**config.mk**
```make
export PLATFORM = sky130hd
export DESIGN_NAME = sscc_synth_ctrl
export DESIGN_NICKNAME = d
export VERILOG_FILES = /design/src/sscc_synth_ctrl.v /design/src/sscc_clk_div.v /design/src/sscc_timer.v
export VERILOG_INCLUDE_DIRS = /design/src
export SDC_FILE = /design/constraint.sdc
export NUM_CORES = 1
export LEC_CHECK = 0
export BUFFER_PORTS_ARGS = -buffer_cell sky130_fd_sc_hd__buf_2
export CAP_MARGIN = 20
export CORE_AREA = 4 4 118 120
export CTS_CLUSTER_SIZE = 16
export DETAILED_ROUTE_END_ITERATION = 8
export DIE_AREA = 0 0 122 124
export HOLD_SLACK_MARGIN = 0.12
export PLACE_DENSITY = 0.92
export SKIP_LAST_GASP = 1
export SYNTH_ARGS = -nofsm -noshare
export SYNTH_HDL_FRONTEND = slang
export SYNTH_HIERARCHICAL = 1
export SYNTH_SLANG_ARGS = --single-unit
```
**constraint.sdc**
```tcl
create_clock -name aclk -period 3.9 [get_ports aclk]
set_input_delay 0.975 -clock aclk [delete_from_list [all_inputs] [get_ports aclk]]
set_output_delay 0.975 -clock aclk [all_outputs]
set_load 0.1 [all_outputs]
```
**src/sscc_consts.vh**
```
// Purpose: constants for the synthesizer start-up and clock-out block
// Assumes: 25 MHz aclk, AXI4-Lite register access, 32-bit words
// Notes: byte address of each register is four times its index
`ifndef SSCC_CONSTS_VH
`define SSCC_CONSTS_VH

// register indices (carrier bytes keep their printed offsets as indices)
`define SSCC_IDX_CARRIER_MSB 8'h07
`define SSCC_IDX_CARRIER_MID 8'h08
`define SSCC_IDX_CARRIER_LSB 8'h09
`define SSCC_IDX_CONTROL 8'h01
`define SSCC_IDX_STATUS 8'h02
`define SSCC_IDX_PIN_MAP_TWO 8'h26
`define SSCC_IDX_IRQ_STATUS 8'h03
`define SSCC_IDX_IRQ_MASK 8'h04
`define SSCC_IDX_APPLIED 8'h05

// control fields
`define SSCC_CTL_SEQ_EN 0
`define SSCC_CTL_SLEEP 1
`define SSCC_CTL_SYNTH_REQ 2
`define SSCC_CTL_TX_REQ 3
`define SSCC_CTL_RX_REQ 4
`define SSCC_CTL_RESET 8'h01

// clock output select encodings (3-bit field, low bits of pin_mapping_two)
`define SSCC_CLKSEL_DIV1 3'h0
`define SSCC_CLKSEL_DIV2 3'h1
`define SSCC_CLKSEL_DIV4 3'h2
`define SSCC_CLKSEL_DIV8 3'h3
`define SSCC_CLKSEL_DIV16 3'h4
`define SSCC_CLKSEL_DIV32 3'h5
`define SSCC_CLKSEL_RC 3'h6
`define SSCC_CLKSEL_OFF 3'h7
`define SSCC_PINMAP2_RESET 8'h00

// interrupt status bits
`define SSCC_IRQ_OSC_READY 0
`define SSCC_IRQ_LOCK 1
`define SSCC_IRQ_UNLOCK 2
`define SSCC_IRQ_PATH_READY 3

// synthesizer figures
`define SSCC_ACC_BITS 19
`define SSCC_CLK_MHZ 25
`define SSCC_TX_WAKE_US 120
`define SSCC_TX_WAKE_CYC (`SSCC_TX_WAKE_US * `SSCC_CLK_MHZ)
`define SSCC_CAL_COARSE_CYC 12'h040
`define SSCC_CAL_FINE_CYC 12'h010

`endif

```
**src/sscc_synth_ctrl.v**
```verilog
// Purpose: synthesizer start-up sequencing, carrier word staging and clock output
// Assumes: AXI4-Lite slave, crystal-stable and PLL-lock come in as inputs
// Notes: registers sit at byte address four times their index
// Functional notes
// - synth step is crystal over 2^19
// - 24-bit carrier word at indices 0x07-0x09
// - upper bytes staged, low byte write commits
// - sequencer starts PLL after coarse cal, on a tx, rx or synth request
// - clock output silent until crystal stable
// - general io five carries reference or divided
// - clock output on after reset, off in sleep
// - coarse calibration at reset, fine per PLL start
// - sequencer starts rx or tx after lock
// - lock indication high within locking range
// - first data clock edge 120 us after tx
//
// Decided for this implementation: the AXI4-Lite interface to the registers.
`include "sscc_consts.vh"
`default_nettype none
module sscc_synth_ctrl #(
  parameter ADDR_W = 8,
  parameter TX_WAKE_CYC = `SSCC_TX_WAKE_CYC
) (
  input wire aclk,
  input wire aresetn,
  input wire [ADDR_W-1:0] s_axi_awaddr,
  input wire s_axi_awvalid,
  output wire s_axi_awready,
  input wire [31:0] s_axi_wdata,
  input wire [3:0] s_axi_wstrb,
  input wire s_axi_wvalid,
  output wire s_axi_wready,
  output reg [1:0] s_axi_bresp,
  output reg s_axi_bvalid,
  input wire s_axi_bready,
  input wire [ADDR_W-1:0] s_axi_araddr,
  input wire s_axi_arvalid,
  output wire s_axi_arready,
  output reg [31:0] s_axi_rdata,
  output reg [1:0] s_axi_rresp,
  output reg s_axi_rvalid,
  input wire s_axi_rready,
  input wire xtal_stable,
  input wire pll_lock_raw,
  output reg [23:0] synth_word,
  output reg pll_enable,
  output reg vco_cal_coarse,
  output reg vco_cal_fine,
  output reg path_enable,
  output reg tx_select,
  output reg data_bit_clock_start,
  output wire general_io_five,
  output reg lock_indicator,
  output wire irq
);
  // sequencer states, one-hot
  localparam [5:0] ST_OSC = 6'h01;
  localparam [5:0] ST_COARSE = 6'h02;
  localparam [5:0] ST_IDLE = 6'h04;
  localparam [5:0] ST_FINE = 6'h08;
  localparam [5:0] ST_LOCK = 6'h10;
  localparam [5:0] ST_RUN = 6'h20;

  reg [5:0] state_reg; // sequencer state
  reg [7:0] ctl_reg; // control bits
  reg [7:0] pinmap_reg; // pin_mapping_two
  reg [7:0] stage_msb_reg; // staged carrier high byte
  reg [7:0] stage_mid_reg; // staged carrier middle byte
  reg [7:0] stage_lsb_reg; // last written low byte
  reg [3:0] irq_stat_reg; // sticky event bits
  reg [3:0] irq_mask_reg; // interrupt enables
  reg osc_ok_reg; // crystal has been seen stable
  reg lock_q_reg; // previous lock, for edge events
  reg [ADDR_W-1:0] awaddr_reg; // held write address
  reg [31:0] wdata_reg; // held write data
  reg [3:0] wstrb_reg; // held strobes
  reg aw_full_reg; // write address held
  reg w_full_reg; // write data held
  reg [13:0] tx_cnt_reg; // transmit wake counter
  reg [3:0] ev_set; // events this cycle
  reg [31:0] rd_val; // read mux output
  reg rd_ok; // read address mapped
  wire wr_go; // both write halves present
  wire rd_go; // read taken
  wire [7:0] w_idx; // write register index
  wire [7:0] r_idx; // read register index
  wire cal_busy; // calibration timer running
  wire cal_done; // calibration timer expired
  reg cal_load; // start a calibration interval
  reg [11:0] cal_value; // length of calibration interval
  wire clk_en; // clock output allowed

  // register index from a byte address; used for both channels
  function [7:0] idx_of;
    input [ADDR_W-1:0] a;
    begin
      idx_of = a >> 2;
    end
  endfunction

  assign w_idx = idx_of(awaddr_reg);
  assign r_idx = idx_of(s_axi_araddr);
  assign s_axi_awready = !aw_full_reg;
  assign s_axi_wready = !w_full_reg;
  assign wr_go = aw_full_reg && w_full_reg && !s_axi_bvalid;
  assign s_axi_arready = !s_axi_rvalid;
  assign rd_go = s_axi_arvalid && !s_axi_rvalid;
  assign irq = |(irq_stat_reg & irq_mask_reg);

  // read mux; upper bytes return staged values before commit
  always @* begin
    rd_val = 32'h0000_0000;
    rd_ok = 1'b1;
    if (r_idx == `SSCC_IDX_CARRIER_MSB) begin
      rd_val[7:0] = stage_msb_reg;
    end else if (r_idx == `SSCC_IDX_CARRIER_MID) begin
      rd_val[7:0] = stage_mid_reg;
    end else if (r_idx == `SSCC_IDX_CARRIER_LSB) begin
      rd_val[7:0] = stage_lsb_reg;
    end else if (r_idx == `SSCC_IDX_CONTROL) begin
      rd_val[7:0] = ctl_reg;
    end else if (r_idx == `SSCC_IDX_STATUS) begin
      rd_val[11:0] = {osc_ok_reg, lock_indicator, path_enable, pll_enable,
                      2'b00, state_reg};
    end else if (r_idx == `SSCC_IDX_PIN_MAP_TWO) begin
      rd_val[7:0] = pinmap_reg;
    end else if (r_idx == `SSCC_IDX_IRQ_STATUS) begin
      rd_val[3:0] = irq_stat_reg;
    end else if (r_idx == `SSCC_IDX_IRQ_MASK) begin
      rd_val[3:0] = irq_mask_reg;
    end else if (r_idx == `SSCC_IDX_APPLIED) begin
      rd_val[23:0] = synth_word;
    end else begin
      rd_ok = 1'b0;
    end
  end

  // event detection for sticky status bits
  always @* begin
    ev_set = 4'h0;
    ev_set[`SSCC_IRQ_OSC_READY] = xtal_stable && !osc_ok_reg;
    ev_set[`SSCC_IRQ_LOCK] = pll_lock_raw && !lock_q_reg;
    ev_set[`SSCC_IRQ_UNLOCK] = !pll_lock_raw && lock_q_reg;
    ev_set[`SSCC_IRQ_PATH_READY] = (state_reg == ST_LOCK) && pll_lock_raw;
  end

  // AXI write path, register writes and carrier staging
  always @(posedge aclk) begin
    if (!aresetn) begin
      aw_full_reg <= 1'b0;
      w_full_reg <= 1'b0;
      awaddr_reg <= {ADDR_W{1'b0}};
      wdata_reg <= 32'h0000_0000;
      wstrb_reg <= 4'h0;
      s_axi_bvalid <= 1'b0;
      s_axi_bresp <= 2'b00;
      ctl_reg <= `SSCC_CTL_RESET;
      pinmap_reg <= `SSCC_PINMAP2_RESET;
      stage_msb_reg <= 8'h00;
      stage_mid_reg <= 8'h00;
      stage_lsb_reg <= 8'h00;
      synth_word <= 24'h000000;
      irq_mask_reg <= 4'h0;
    end else begin
      if (s_axi_awvalid && !aw_full_reg) begin
        aw_full_reg <= 1'b1;
        awaddr_reg <= s_axi_awaddr;
      end
      if (s_axi_wvalid && !w_full_reg) begin
        w_full_reg <= 1'b1;
        wdata_reg <= s_axi_wdata;
        wstrb_reg <= s_axi_wstrb;
      end
      if (s_axi_bvalid && s_axi_bready)
        s_axi_bvalid <= 1'b0;
      if (wr_go) begin
        aw_full_reg <= 1'b0;
        w_full_reg <= 1'b0;
        s_axi_bvalid <= 1'b1;
        s_axi_bresp <= 2'b00;
        if (!wstrb_reg[0]) begin
          // byte lane 0 not written: nothing stored
        end else if (w_idx == `SSCC_IDX_CARRIER_MSB) begin
          stage_msb_reg <= wdata_reg[7:0]; // held only
        end else if (w_idx == `SSCC_IDX_CARRIER_MID) begin
          stage_mid_reg <= wdata_reg[7:0]; // held only
        end else if (w_idx == `SSCC_IDX_CARRIER_LSB) begin
          stage_lsb_reg <= wdata_reg[7:0];
          // low byte commits the whole word
          synth_word <= {stage_msb_reg, stage_mid_reg, wdata_reg[7:0]};
        end else if (w_idx == `SSCC_IDX_CONTROL) begin
          ctl_reg <= wdata_reg[7:0];
        end else if (w_idx == `SSCC_IDX_PIN_MAP_TWO) begin
          pinmap_reg <= wdata_reg[7:0];
        end else if (w_idx == `SSCC_IDX_IRQ_MASK) begin
          irq_mask_reg <= wdata_reg[3:0];
        end else if (w_idx == `SSCC_IDX_IRQ_STATUS || w_idx == `SSCC_IDX_STATUS ||
                     w_idx == `SSCC_IDX_APPLIED) begin
          // read-only: write ignored with OKAY
        end else begin
          s_axi_bresp <= 2'b10; // unmapped: SLVERR
        end
      end
    end
  end

  // AXI read path; status read clears, new events win over the clear
  always @(posedge aclk) begin
    if (!aresetn) begin
      s_axi_rvalid <= 1'b0;
      s_axi_rdata <= 32'h0000_0000;
      s_axi_rresp <= 2'b00;
      irq_stat_reg <= 4'h0;
    end else begin
      if (s_axi_rvalid && s_axi_rready)
        s_axi_rvalid <= 1'b0;
      if (rd_go) begin
        s_axi_rvalid <= 1'b1;
        s_axi_rdata <= rd_val;
        s_axi_rresp <= rd_ok ? 2'b00 : 2'b10;
      end
      if (rd_go && r_idx == `SSCC_IDX_IRQ_STATUS)
        irq_stat_reg <= ev_set;
      else
        irq_stat_reg <= irq_stat_reg | ev_set;
    end
  end

  // calibration interval timer
  sscc_timer #(
    .WIDTH(12)
  ) u_cal_timer (
    .aclk(aclk),
    .aresetn(aresetn),
    .load(cal_load),
    .value(cal_value),
    .busy(cal_busy),
    .done(cal_done)
  );

  // sequencer: osc settle, coarse cal, PLL start, fine cal, lock, path on
  always @(posedge aclk) begin
    if (!aresetn) begin
      state_reg <= ST_OSC;
      osc_ok_reg <= 1'b0;
      lock_q_reg <= 1'b0;
      lock_indicator <= 1'b0;
      pll_enable <= 1'b0;
      vco_cal_coarse <= 1'b0;
      vco_cal_fine <= 1'b0;
      path_enable <= 1'b0;
      tx_select <= 1'b0;
      cal_load <= 1'b0;
      cal_value <= 12'h000;
    end else begin
      cal_load <= 1'b0;
      lock_q_reg <= pll_lock_raw;
      lock_indicator <= pll_lock_raw && pll_enable;
      if (xtal_stable)
        osc_ok_reg <= 1'b1;
      case (state_reg)
        ST_OSC: begin
          if (xtal_stable) begin
            // no fixed wait: proceed as soon as the crystal is stable
            state_reg <= ST_COARSE;
            vco_cal_coarse <= 1'b1; // once after reset
            cal_load <= 1'b1;
            cal_value <= `SSCC_CAL_COARSE_CYC;
          end
        end
        ST_COARSE: begin
          if (cal_done) begin
            vco_cal_coarse <= 1'b0;
            state_reg <= ST_IDLE;
          end
        end
        ST_IDLE: begin
          path_enable <= 1'b0;
          if (!ctl_reg[`SSCC_CTL_SLEEP] &&
              ((ctl_reg[`SSCC_CTL_SEQ_EN] &&
                (ctl_reg[`SSCC_CTL_TX_REQ] || ctl_reg[`SSCC_CTL_RX_REQ])) ||
               ctl_reg[`SSCC_CTL_SYNTH_REQ])) begin
            pll_enable <= 1'b1; // automatic PLL start
            vco_cal_fine <= 1'b1; // each PLL start
            cal_load <= 1'b1;
            cal_value <= `SSCC_CAL_FINE_CYC;
            state_reg <= ST_FINE;
          end
        end
        ST_FINE: begin
          if (cal_done) begin
            vco_cal_fine <= 1'b0;
            state_reg <= ST_LOCK;
          end
        end
        ST_LOCK: begin
          if (ctl_reg[`SSCC_CTL_SLEEP] || !(ctl_reg[`SSCC_CTL_SYNTH_REQ] ||
              ctl_reg[`SSCC_CTL_TX_REQ] || ctl_reg[`SSCC_CTL_RX_REQ])) begin
            pll_enable <= 1'b0;
            state_reg <= ST_IDLE;
          end else if (pll_lock_raw && ctl_reg[`SSCC_CTL_SEQ_EN] &&
                       (ctl_reg[`SSCC_CTL_TX_REQ] || ctl_reg[`SSCC_CTL_RX_REQ])) begin
            path_enable <= 1'b1; // start path on lock
            tx_select <= ctl_reg[`SSCC_CTL_TX_REQ];
            state_reg <= ST_RUN;
          end
        end
        ST_RUN: begin
          // a lock drop during wide FSK is not treated as failure here
          if (ctl_reg[`SSCC_CTL_SLEEP] ||
              !(ctl_reg[`SSCC_CTL_TX_REQ] || ctl_reg[`SSCC_CTL_RX_REQ])) begin
            path_enable <= 1'b0;
            pll_enable <= ctl_reg[`SSCC_CTL_SYNTH_REQ] && !ctl_reg[`SSCC_CTL_SLEEP];
            state_reg <= (ctl_reg[`SSCC_CTL_SYNTH_REQ] && !ctl_reg[`SSCC_CTL_SLEEP]) ?
                         ST_LOCK : ST_IDLE;
          end
        end
        default: begin
          state_reg <= ST_OSC;
        end
      endcase
    end
  end

  // transmit wake timing: first data clock edge after the wake interval
  always @(posedge aclk) begin
    if (!aresetn) begin
      tx_cnt_reg <= 14'h0000;
      data_bit_clock_start <= 1'b0;
    end else begin
      data_bit_clock_start <= 1'b0;
      if (!(path_enable && tx_select)) begin
        tx_cnt_reg <= 14'h0000;
      end else if (tx_cnt_reg != 14'h3FFF) begin
        tx_cnt_reg <= tx_cnt_reg + 14'h0001;
        if (tx_cnt_reg == TX_WAKE_CYC[13:0] - 14'h0001)
          data_bit_clock_start <= 1'b1;
      end
    end
  end

  // clock output: only after crystal stable, never in sleep
  assign clk_en = osc_ok_reg && !ctl_reg[`SSCC_CTL_SLEEP] &&
                  (pinmap_reg[2:0] != `SSCC_CLKSEL_OFF);

  sscc_clk_div #(
    .WIDTH(5)
  ) u_clk_div (
    .aclk(aclk),
    .aresetn(aresetn),
    .enable(clk_en),
    .sel(pinmap_reg[2:0]),
    .clk_out(general_io_five)
  );

  // step size is implied downstream: synth_word times crystal over 2^19
endmodule // sscc_synth_ctrl
`default_nettype wire

```
**src/sscc_clk_div.v**
```verilog
// Purpose: reference clock output divider with gating
// Assumes: single clock domain, synchronous active-low reset
// Notes: output toggles from a flip-flop so it is glitch free
`include "sscc_consts.vh"
`default_nettype none
module sscc_clk_div #(
  parameter WIDTH = 5
) (
  input wire aclk,
  input wire aresetn,
  input wire enable,
  input wire [2:0] sel,
  output reg clk_out
);
  reg [WIDTH-1:0] cnt_reg; // free running divider counter
  wire [WIDTH-1:0] low_mask; // counter bits that must be zero to toggle
  wire tap; // toggle this cycle

  // select k toggles every 2^k cycles; select 0 has an empty mask and toggles each cycle
  // selects beyond the counter width fall back to the slowest division
  assign low_mask = ~({WIDTH{1'b1}} << sel);
  assign tap = ((cnt_reg & low_mask) == {WIDTH{1'b0}});

  // counter and output toggle; gated low when disabled
  always @(posedge aclk) begin
    if (!aresetn) begin
      cnt_reg <= {WIDTH{1'b0}};
      clk_out <= 1'b0;
    end else if (!enable) begin
      cnt_reg <= {WIDTH{1'b0}};
      clk_out <= 1'b0; // stopped: no transitions
    end else begin
      cnt_reg <= cnt_reg + {{(WIDTH-1){1'b0}}, 1'b1};
      if (tap)
        clk_out <= ~clk_out;
    end
  end
endmodule // sscc_clk_div
`default_nettype wire

```
**src/sscc_timer.v**
```verilog
// Purpose: load-and-count-down timer for calibration intervals
// Assumes: single clock, synchronous active-low reset
// Notes: done is a one-cycle pulse when the count reaches zero
`default_nettype none
module sscc_timer #(
  parameter WIDTH = 12
) (
  input wire aclk,
  input wire aresetn,
  input wire load,
  input wire [WIDTH-1:0] value,
  output wire busy,
  output reg done
);
  reg [WIDTH-1:0] cnt_reg; // remaining cycles

  assign busy = (cnt_reg != {WIDTH{1'b0}});

  // load wins over counting so a restart is never lost
  always @(posedge aclk) begin
    if (!aresetn) begin
      cnt_reg <= {WIDTH{1'b0}};
      done <= 1'b0;
    end else if (load) begin
      cnt_reg <= value;
      done <= 1'b0;
    end else begin
      done <= (cnt_reg == {{(WIDTH-1){1'b0}}, 1'b1});
      if (busy)
        cnt_reg <= cnt_reg - {{(WIDTH-1){1'b0}}, 1'b1};
    end
  end
endmodule // sscc_timer
`default_nettype wire

```
* Word level (Yosys, flattened, before mapping)
Cells that the tools add are included.
** Word-level totals
- Register bits after elaboration :: 182
- Input bits :: 61
- Output and inout bits :: 74
- Logic and storage cells :: 233
** Operators by class
- Add/sub/neg operators :: 3
- Equal/unequal tests :: 37
- Shift operators :: 1
- Mux-type cells :: 78
- Bitwise operators :: 12
- Reductions and logical operators :: 67
** Operators with widths (count)
- 2-to-1 mux 24 bit :: 9
- 2-to-1 mux 16 bit :: 5
- 2-to-1 mux 12 bit :: 6
- equality test 6 x 3 -> 1 bit, second input constant :: 7
- 2-to-1 mux 6 bit :: 7
- 2-to-1 mux 20 bit :: 2
- 2-to-1 mux 8 bit :: 5
- one-hot mux 6 bit (6 select lines) :: 1
- equality test 6 x 2 -> 1 bit, second input constant :: 5
- equality test 6 x 4 -> 1 bit, second input constant :: 5
- 2-to-1 mux 1 bit :: 24
- one-hot mux 12 bit (2 select lines) :: 1
- logical AND 1 bit :: 21
- equality test 6 x 1 -> 1 bit, second input constant :: 3
- equality test 6 bit, second input constant :: 3
- 2-to-1 mux 2 bit :: 9
- AND reduction 3 bit :: 6
- adder 14 x 1 -> 14 bit, second input constant :: 1
- equality test 14 x 12 -> 1 bit, second input constant :: 1
- inequality test 14 bit, second input constant :: 1
- equality test 12 x 1 -> 1 bit, second input constant :: 1
- 2-to-1 mux 4 bit :: 3
- AND reduction 4 bit :: 3
- AND reduction 6 bit :: 2
- 28 further kinds :: 67

* Depth between registers and ports, before layout
- Depth after elaboration :: 18
- Gate-level depth with buffers :: 7
- Mapped depth without buffers :: 6

* Modules after synthesis
Netlist, hierarchy kept.
** By module, submodules not included
- sscc_synth_ctrl :: instances 1, cells each 735, area an instance 6553.8 sq um, seq. area each 2822.7 sq um
- sscc_timer :: instances 1, cells each 83, area an instance 745.7 sq um, seq. area each 260.2 sq um
- sscc_clk_div :: instances 1, cells each 29, area an instance 247.7 sq um, seq. area each 120.1 sq um

* Worst setup path before layout
OpenSTA, ideal clock, no wires.
- Path kind :: register -> output
- Start :: reg s_axi_rvalid
- End :: out s_axi_arready
- Data arrival time :: 1687 ps
- Data required time :: 2925 ps
- Path slack :: 1238 ps
- Cell stages (with the launch flop) :: 2
- Cell sequence :: dfxtp_1 > inv_1
** On the way
- Word-level cells in the longest chain between the ends :: 1
** Ends and longest elaborated chain
- start: declaration :: line sscc_synth_ctrl.v:41 : output reg s_axi_rvalid,
- start signal: assignment :: line sscc_synth_ctrl.v:210 : s_axi_rvalid <= 1'b0;
- start signal: assignment :: line sscc_synth_ctrl.v:216 : s_axi_rvalid <= 1'b0;
- start signal: assignment :: line sscc_synth_ctrl.v:218 : s_axi_rvalid <= 1'b1;
- zero test 1 bit :: line sscc_synth_ctrl.v:106 : assign s_axi_arready = !s_axi_rvalid;
- end: declaration :: line sscc_synth_ctrl.v:38 : output wire s_axi_arready,
Every way passes these cells.

* Final worst setup path
- Start :: reg irq_stat_reg[1]
- End :: out irq
** On the way
- Word-level cells in the longest chain between the ends :: 2
** Ends and longest elaborated chain
- start: declaration :: line sscc_synth_ctrl.v:70 : reg [3:0] irq_stat_reg;
- start signal: assignment :: line sscc_synth_ctrl.v:223 : irq_stat_reg <= ev_set;
- start signal: assignment :: line sscc_synth_ctrl.v:225 : irq_stat_reg <= irq_stat_reg | ev_set;
- bitwise AND 4 bit :: line sscc_synth_ctrl.v:108 : assign irq = |(irq_stat_reg & irq_mask_reg);
- OR reduction 4 bit :: line sscc_synth_ctrl.v:108
- end: declaration :: line sscc_synth_ctrl.v:54 : output wire irq
Every way passes these cells.

==> flow_summary.json <==
{
  "status": "finished clean",
  "final_area_mm2": 0.00866,
  "vias_per_cell": 5.93,
  "nets": 993,
  "gp_congestion": 0.905,
  "first_pass_iters": 5,
  "avgSynthCellArea_um2": 8.91,
  "drc": 0,
  "grt_usage": 0.251,
  "coreArea_mm2": 0.0130,
  "drt_iter0_markers": 550,
  "rows": 42,
  "dpl_cell_area_mm2": 0.00807,
  "setup_violations": 0,
  "numCtsBuffers": 17,
  "yosys-top-cells-count": "dfxtp_1 (160), nor2_1 (127), mux2i_1 (75), nand2_1 (67), a21oi_1 (48)",
  "synth_edf_count": 0,
  "grt_pass1_wl_um": 30300,
  "io_buffer_count": 93,
  "synth_fa_ha_area_frac": 0.00829,
  "grt_pass1_vias": 6210,
  "max_slew_margin": 0.442,
  "rsz0062_at_grt": "false",
  "crit_required_ns": 2.92,
  "synth_top_family_by_area": "simple AND/OR/NAND/NOR gates",
  "fin_worst_skew_ns": 0.00867,
  "worst-setup-path-type": "flip-flop to output port",
  "pin_count": 135,
  "tightest_slew_ns": 0.835,
  "synthArstFlopShare": 0,
  "detail_route.wl_per_cell_um": 16.8,
  "root_buffer": "clkbuf_16",
  "postCtsResizedCells": 0,
  "max_freq_mhz": 410,
  "post-place-cells": 1084,
  "routed_wl_um": 18800,
  "fin_crit_sh": 0.625,
  "worst_slack_ns": 1.46,
  "synthSimpleGateAreaFrac": 0.261,
  "cts_setup_buffers": 0,
  "dp_slack_ns": 1.12,
  "synth_top_area_frac": 0.424,
  "p_per_area_mw_per_mm2": 487,
  "clk_path_buf_depth": 2,
  "overflow": 0,
  "ir_drop_uv": 352,
  "synth_most_common_cell": "dfxtp_1",
  "fin_setup_tns_ns": 0,
  "synthToLayoutAreaGrowth_pct": 14.7,
  "grt_max_degree": 57,
  "drive_above_1_share": 0.168,
  "clk_latency_ns": 0.42,
  "startpoint_type": "flip-flop",
  "via_count": 6620,
  "cellLeakagePower_nw": 3.73,
  "ys_ff_latch": 160,
  "synth_cell_types": 81,
  "die-area_mm2": 0.0151,
  "cap_violations": 0,
  "utilization": 0.667,
  "antenna_found_initial": 0,
  "die_y_um": 124,
  "fin_cells": 1116,
  "synth-compound-area-share": 0.132,
  "h-tree-depth": 4,
  "slew_violations": 0,
  "initial_core_util": 0.581,
  "yosys_warnings": 6,
  "synth_xor_area_frac": 0.0244,
  "hold_class": "flip-flop to flip-flop",
  "synthCells": 847,
  "finalHoldViolCount": 0,
  "antenna_left": 0,
  "ys.flop_type": "dfxtp_1",
  "cts_tree": "yes",
  "yosysTopAreaCell": "dfxtp_1",
  "worst_setup_path_end_kind": "output port",
  "ys_top_cells_by_area": "dfxtp_1 (42%), mux2i_1 (9.9%), nor2_1 (6.3%)",
  "dp_hpwl_um": 12700,
  "cts_hold_buf": 0,
  "synth.area.mux_share": 0.102,
  "synth-seq-area-share": 0.424,
  "die_w_um": 122,
  "cp.arrival_ns": 1.46,
  "final.min_clock_period_ns": 2.44,
  "netlist_area_mm2": 0.00755,
  "path_clk_slew_ns": 0.06,
  "clock_sinks": 160,
  "critical_path_peak_fanout": 3
}
[per-layer routing]
layer / up-vias / track usage / wire length, um
met3: 52 / 0.0618 / 1380
met1: 3145 / 0.309 / 7680
met4: 0 / 0.114 / 659
met2: 272 / 0.416 / 9080
li1: 3151 / - / -
met5: - / 0 / 0
[area by class of cell]
type | instances | area (um^2)
fillers | 982 | 4320
multi-input cells | 631 | 4060
flip-flops and latches | 160 | 3200
repair buffers | 99 | 523
clock buffers | 18 | 429
well taps | 176 | 220
clock inverters | 13 | 155
inverters | 18 | 67.6
diodes | 1 | 2.50
[critical path: stages, from the launching register on]
cell,delay [ns]
dfxtp_1,0.40
a22oi_1,0.11
nand2_1,0.10
buf_2,0.43
[cell families after synthesis]
family | count (synthesis)
AO/OA/AOI/OAI | 149
XOR/XNOR | 21
adder cells (fa/ha/maj) | 5
buffers and inverters | 75
flip-flops | 160
multiplexers | 77
other | 1
AND/OR/NAND/NOR | 359
[cell usage in the layout (no fill, tap or decap), drive strengths merged, types with 5 or more instances in the layout]
master   count
inv         23
clkinv       5
nor2       127
nand3       37
ha           5
o21ai       26
clkbuf      18
nand3b       7
or3          9
nor2b       11
nand2b       8
o211ai       7
buf         99
conb        20
xnor2       12
nand4       11
nor3b        5
o311ai       5
mux2i       75
nor3        25
and3        12
nor4         8
xor2         9
a22oi       13
dfxtp      160
nand4b       6
nand2       68
a2bb2oi      9
a21oi       48
[stage by stage]
stage	hold slack [ns]	power (W)
after global placement	0.425	0.00255
after detailed placement	0.445	0.00258
after CTS	0.452	0.00422
after floorplan	0.414	0.00245
after global routing	0.475	0.00438
final	0.452	0.00422
[report_power, final]
part           switching (W)  internal (W)  total, W  leakage (nW)
Sequential          0.000144       0.00172   0.00186          1.30
Combinational       0.000441      0.000261  0.000702          2.15
Clock               0.000696      0.000957   0.00165         0.287
Total                0.00128       0.00293   0.00422          3.73
[worst paths after layout]
check / from / end / slack (ns) / depth (start not counted)
worst max-delay path: irq_stat_reg[1] / irq / 1.46 / 3
worst min-delay path: s_axi_rdata[16] / s_axi_rdata[16] / 0.45 / 2
worst max register to register: state_reg[0] / state_reg[1] / 1.91 / 5
worst min register to register: s_axi_rdata[16] / s_axi_rdata[16] / 0.45 / 2
Note: power is estimated with default switching activity, not from simulation.
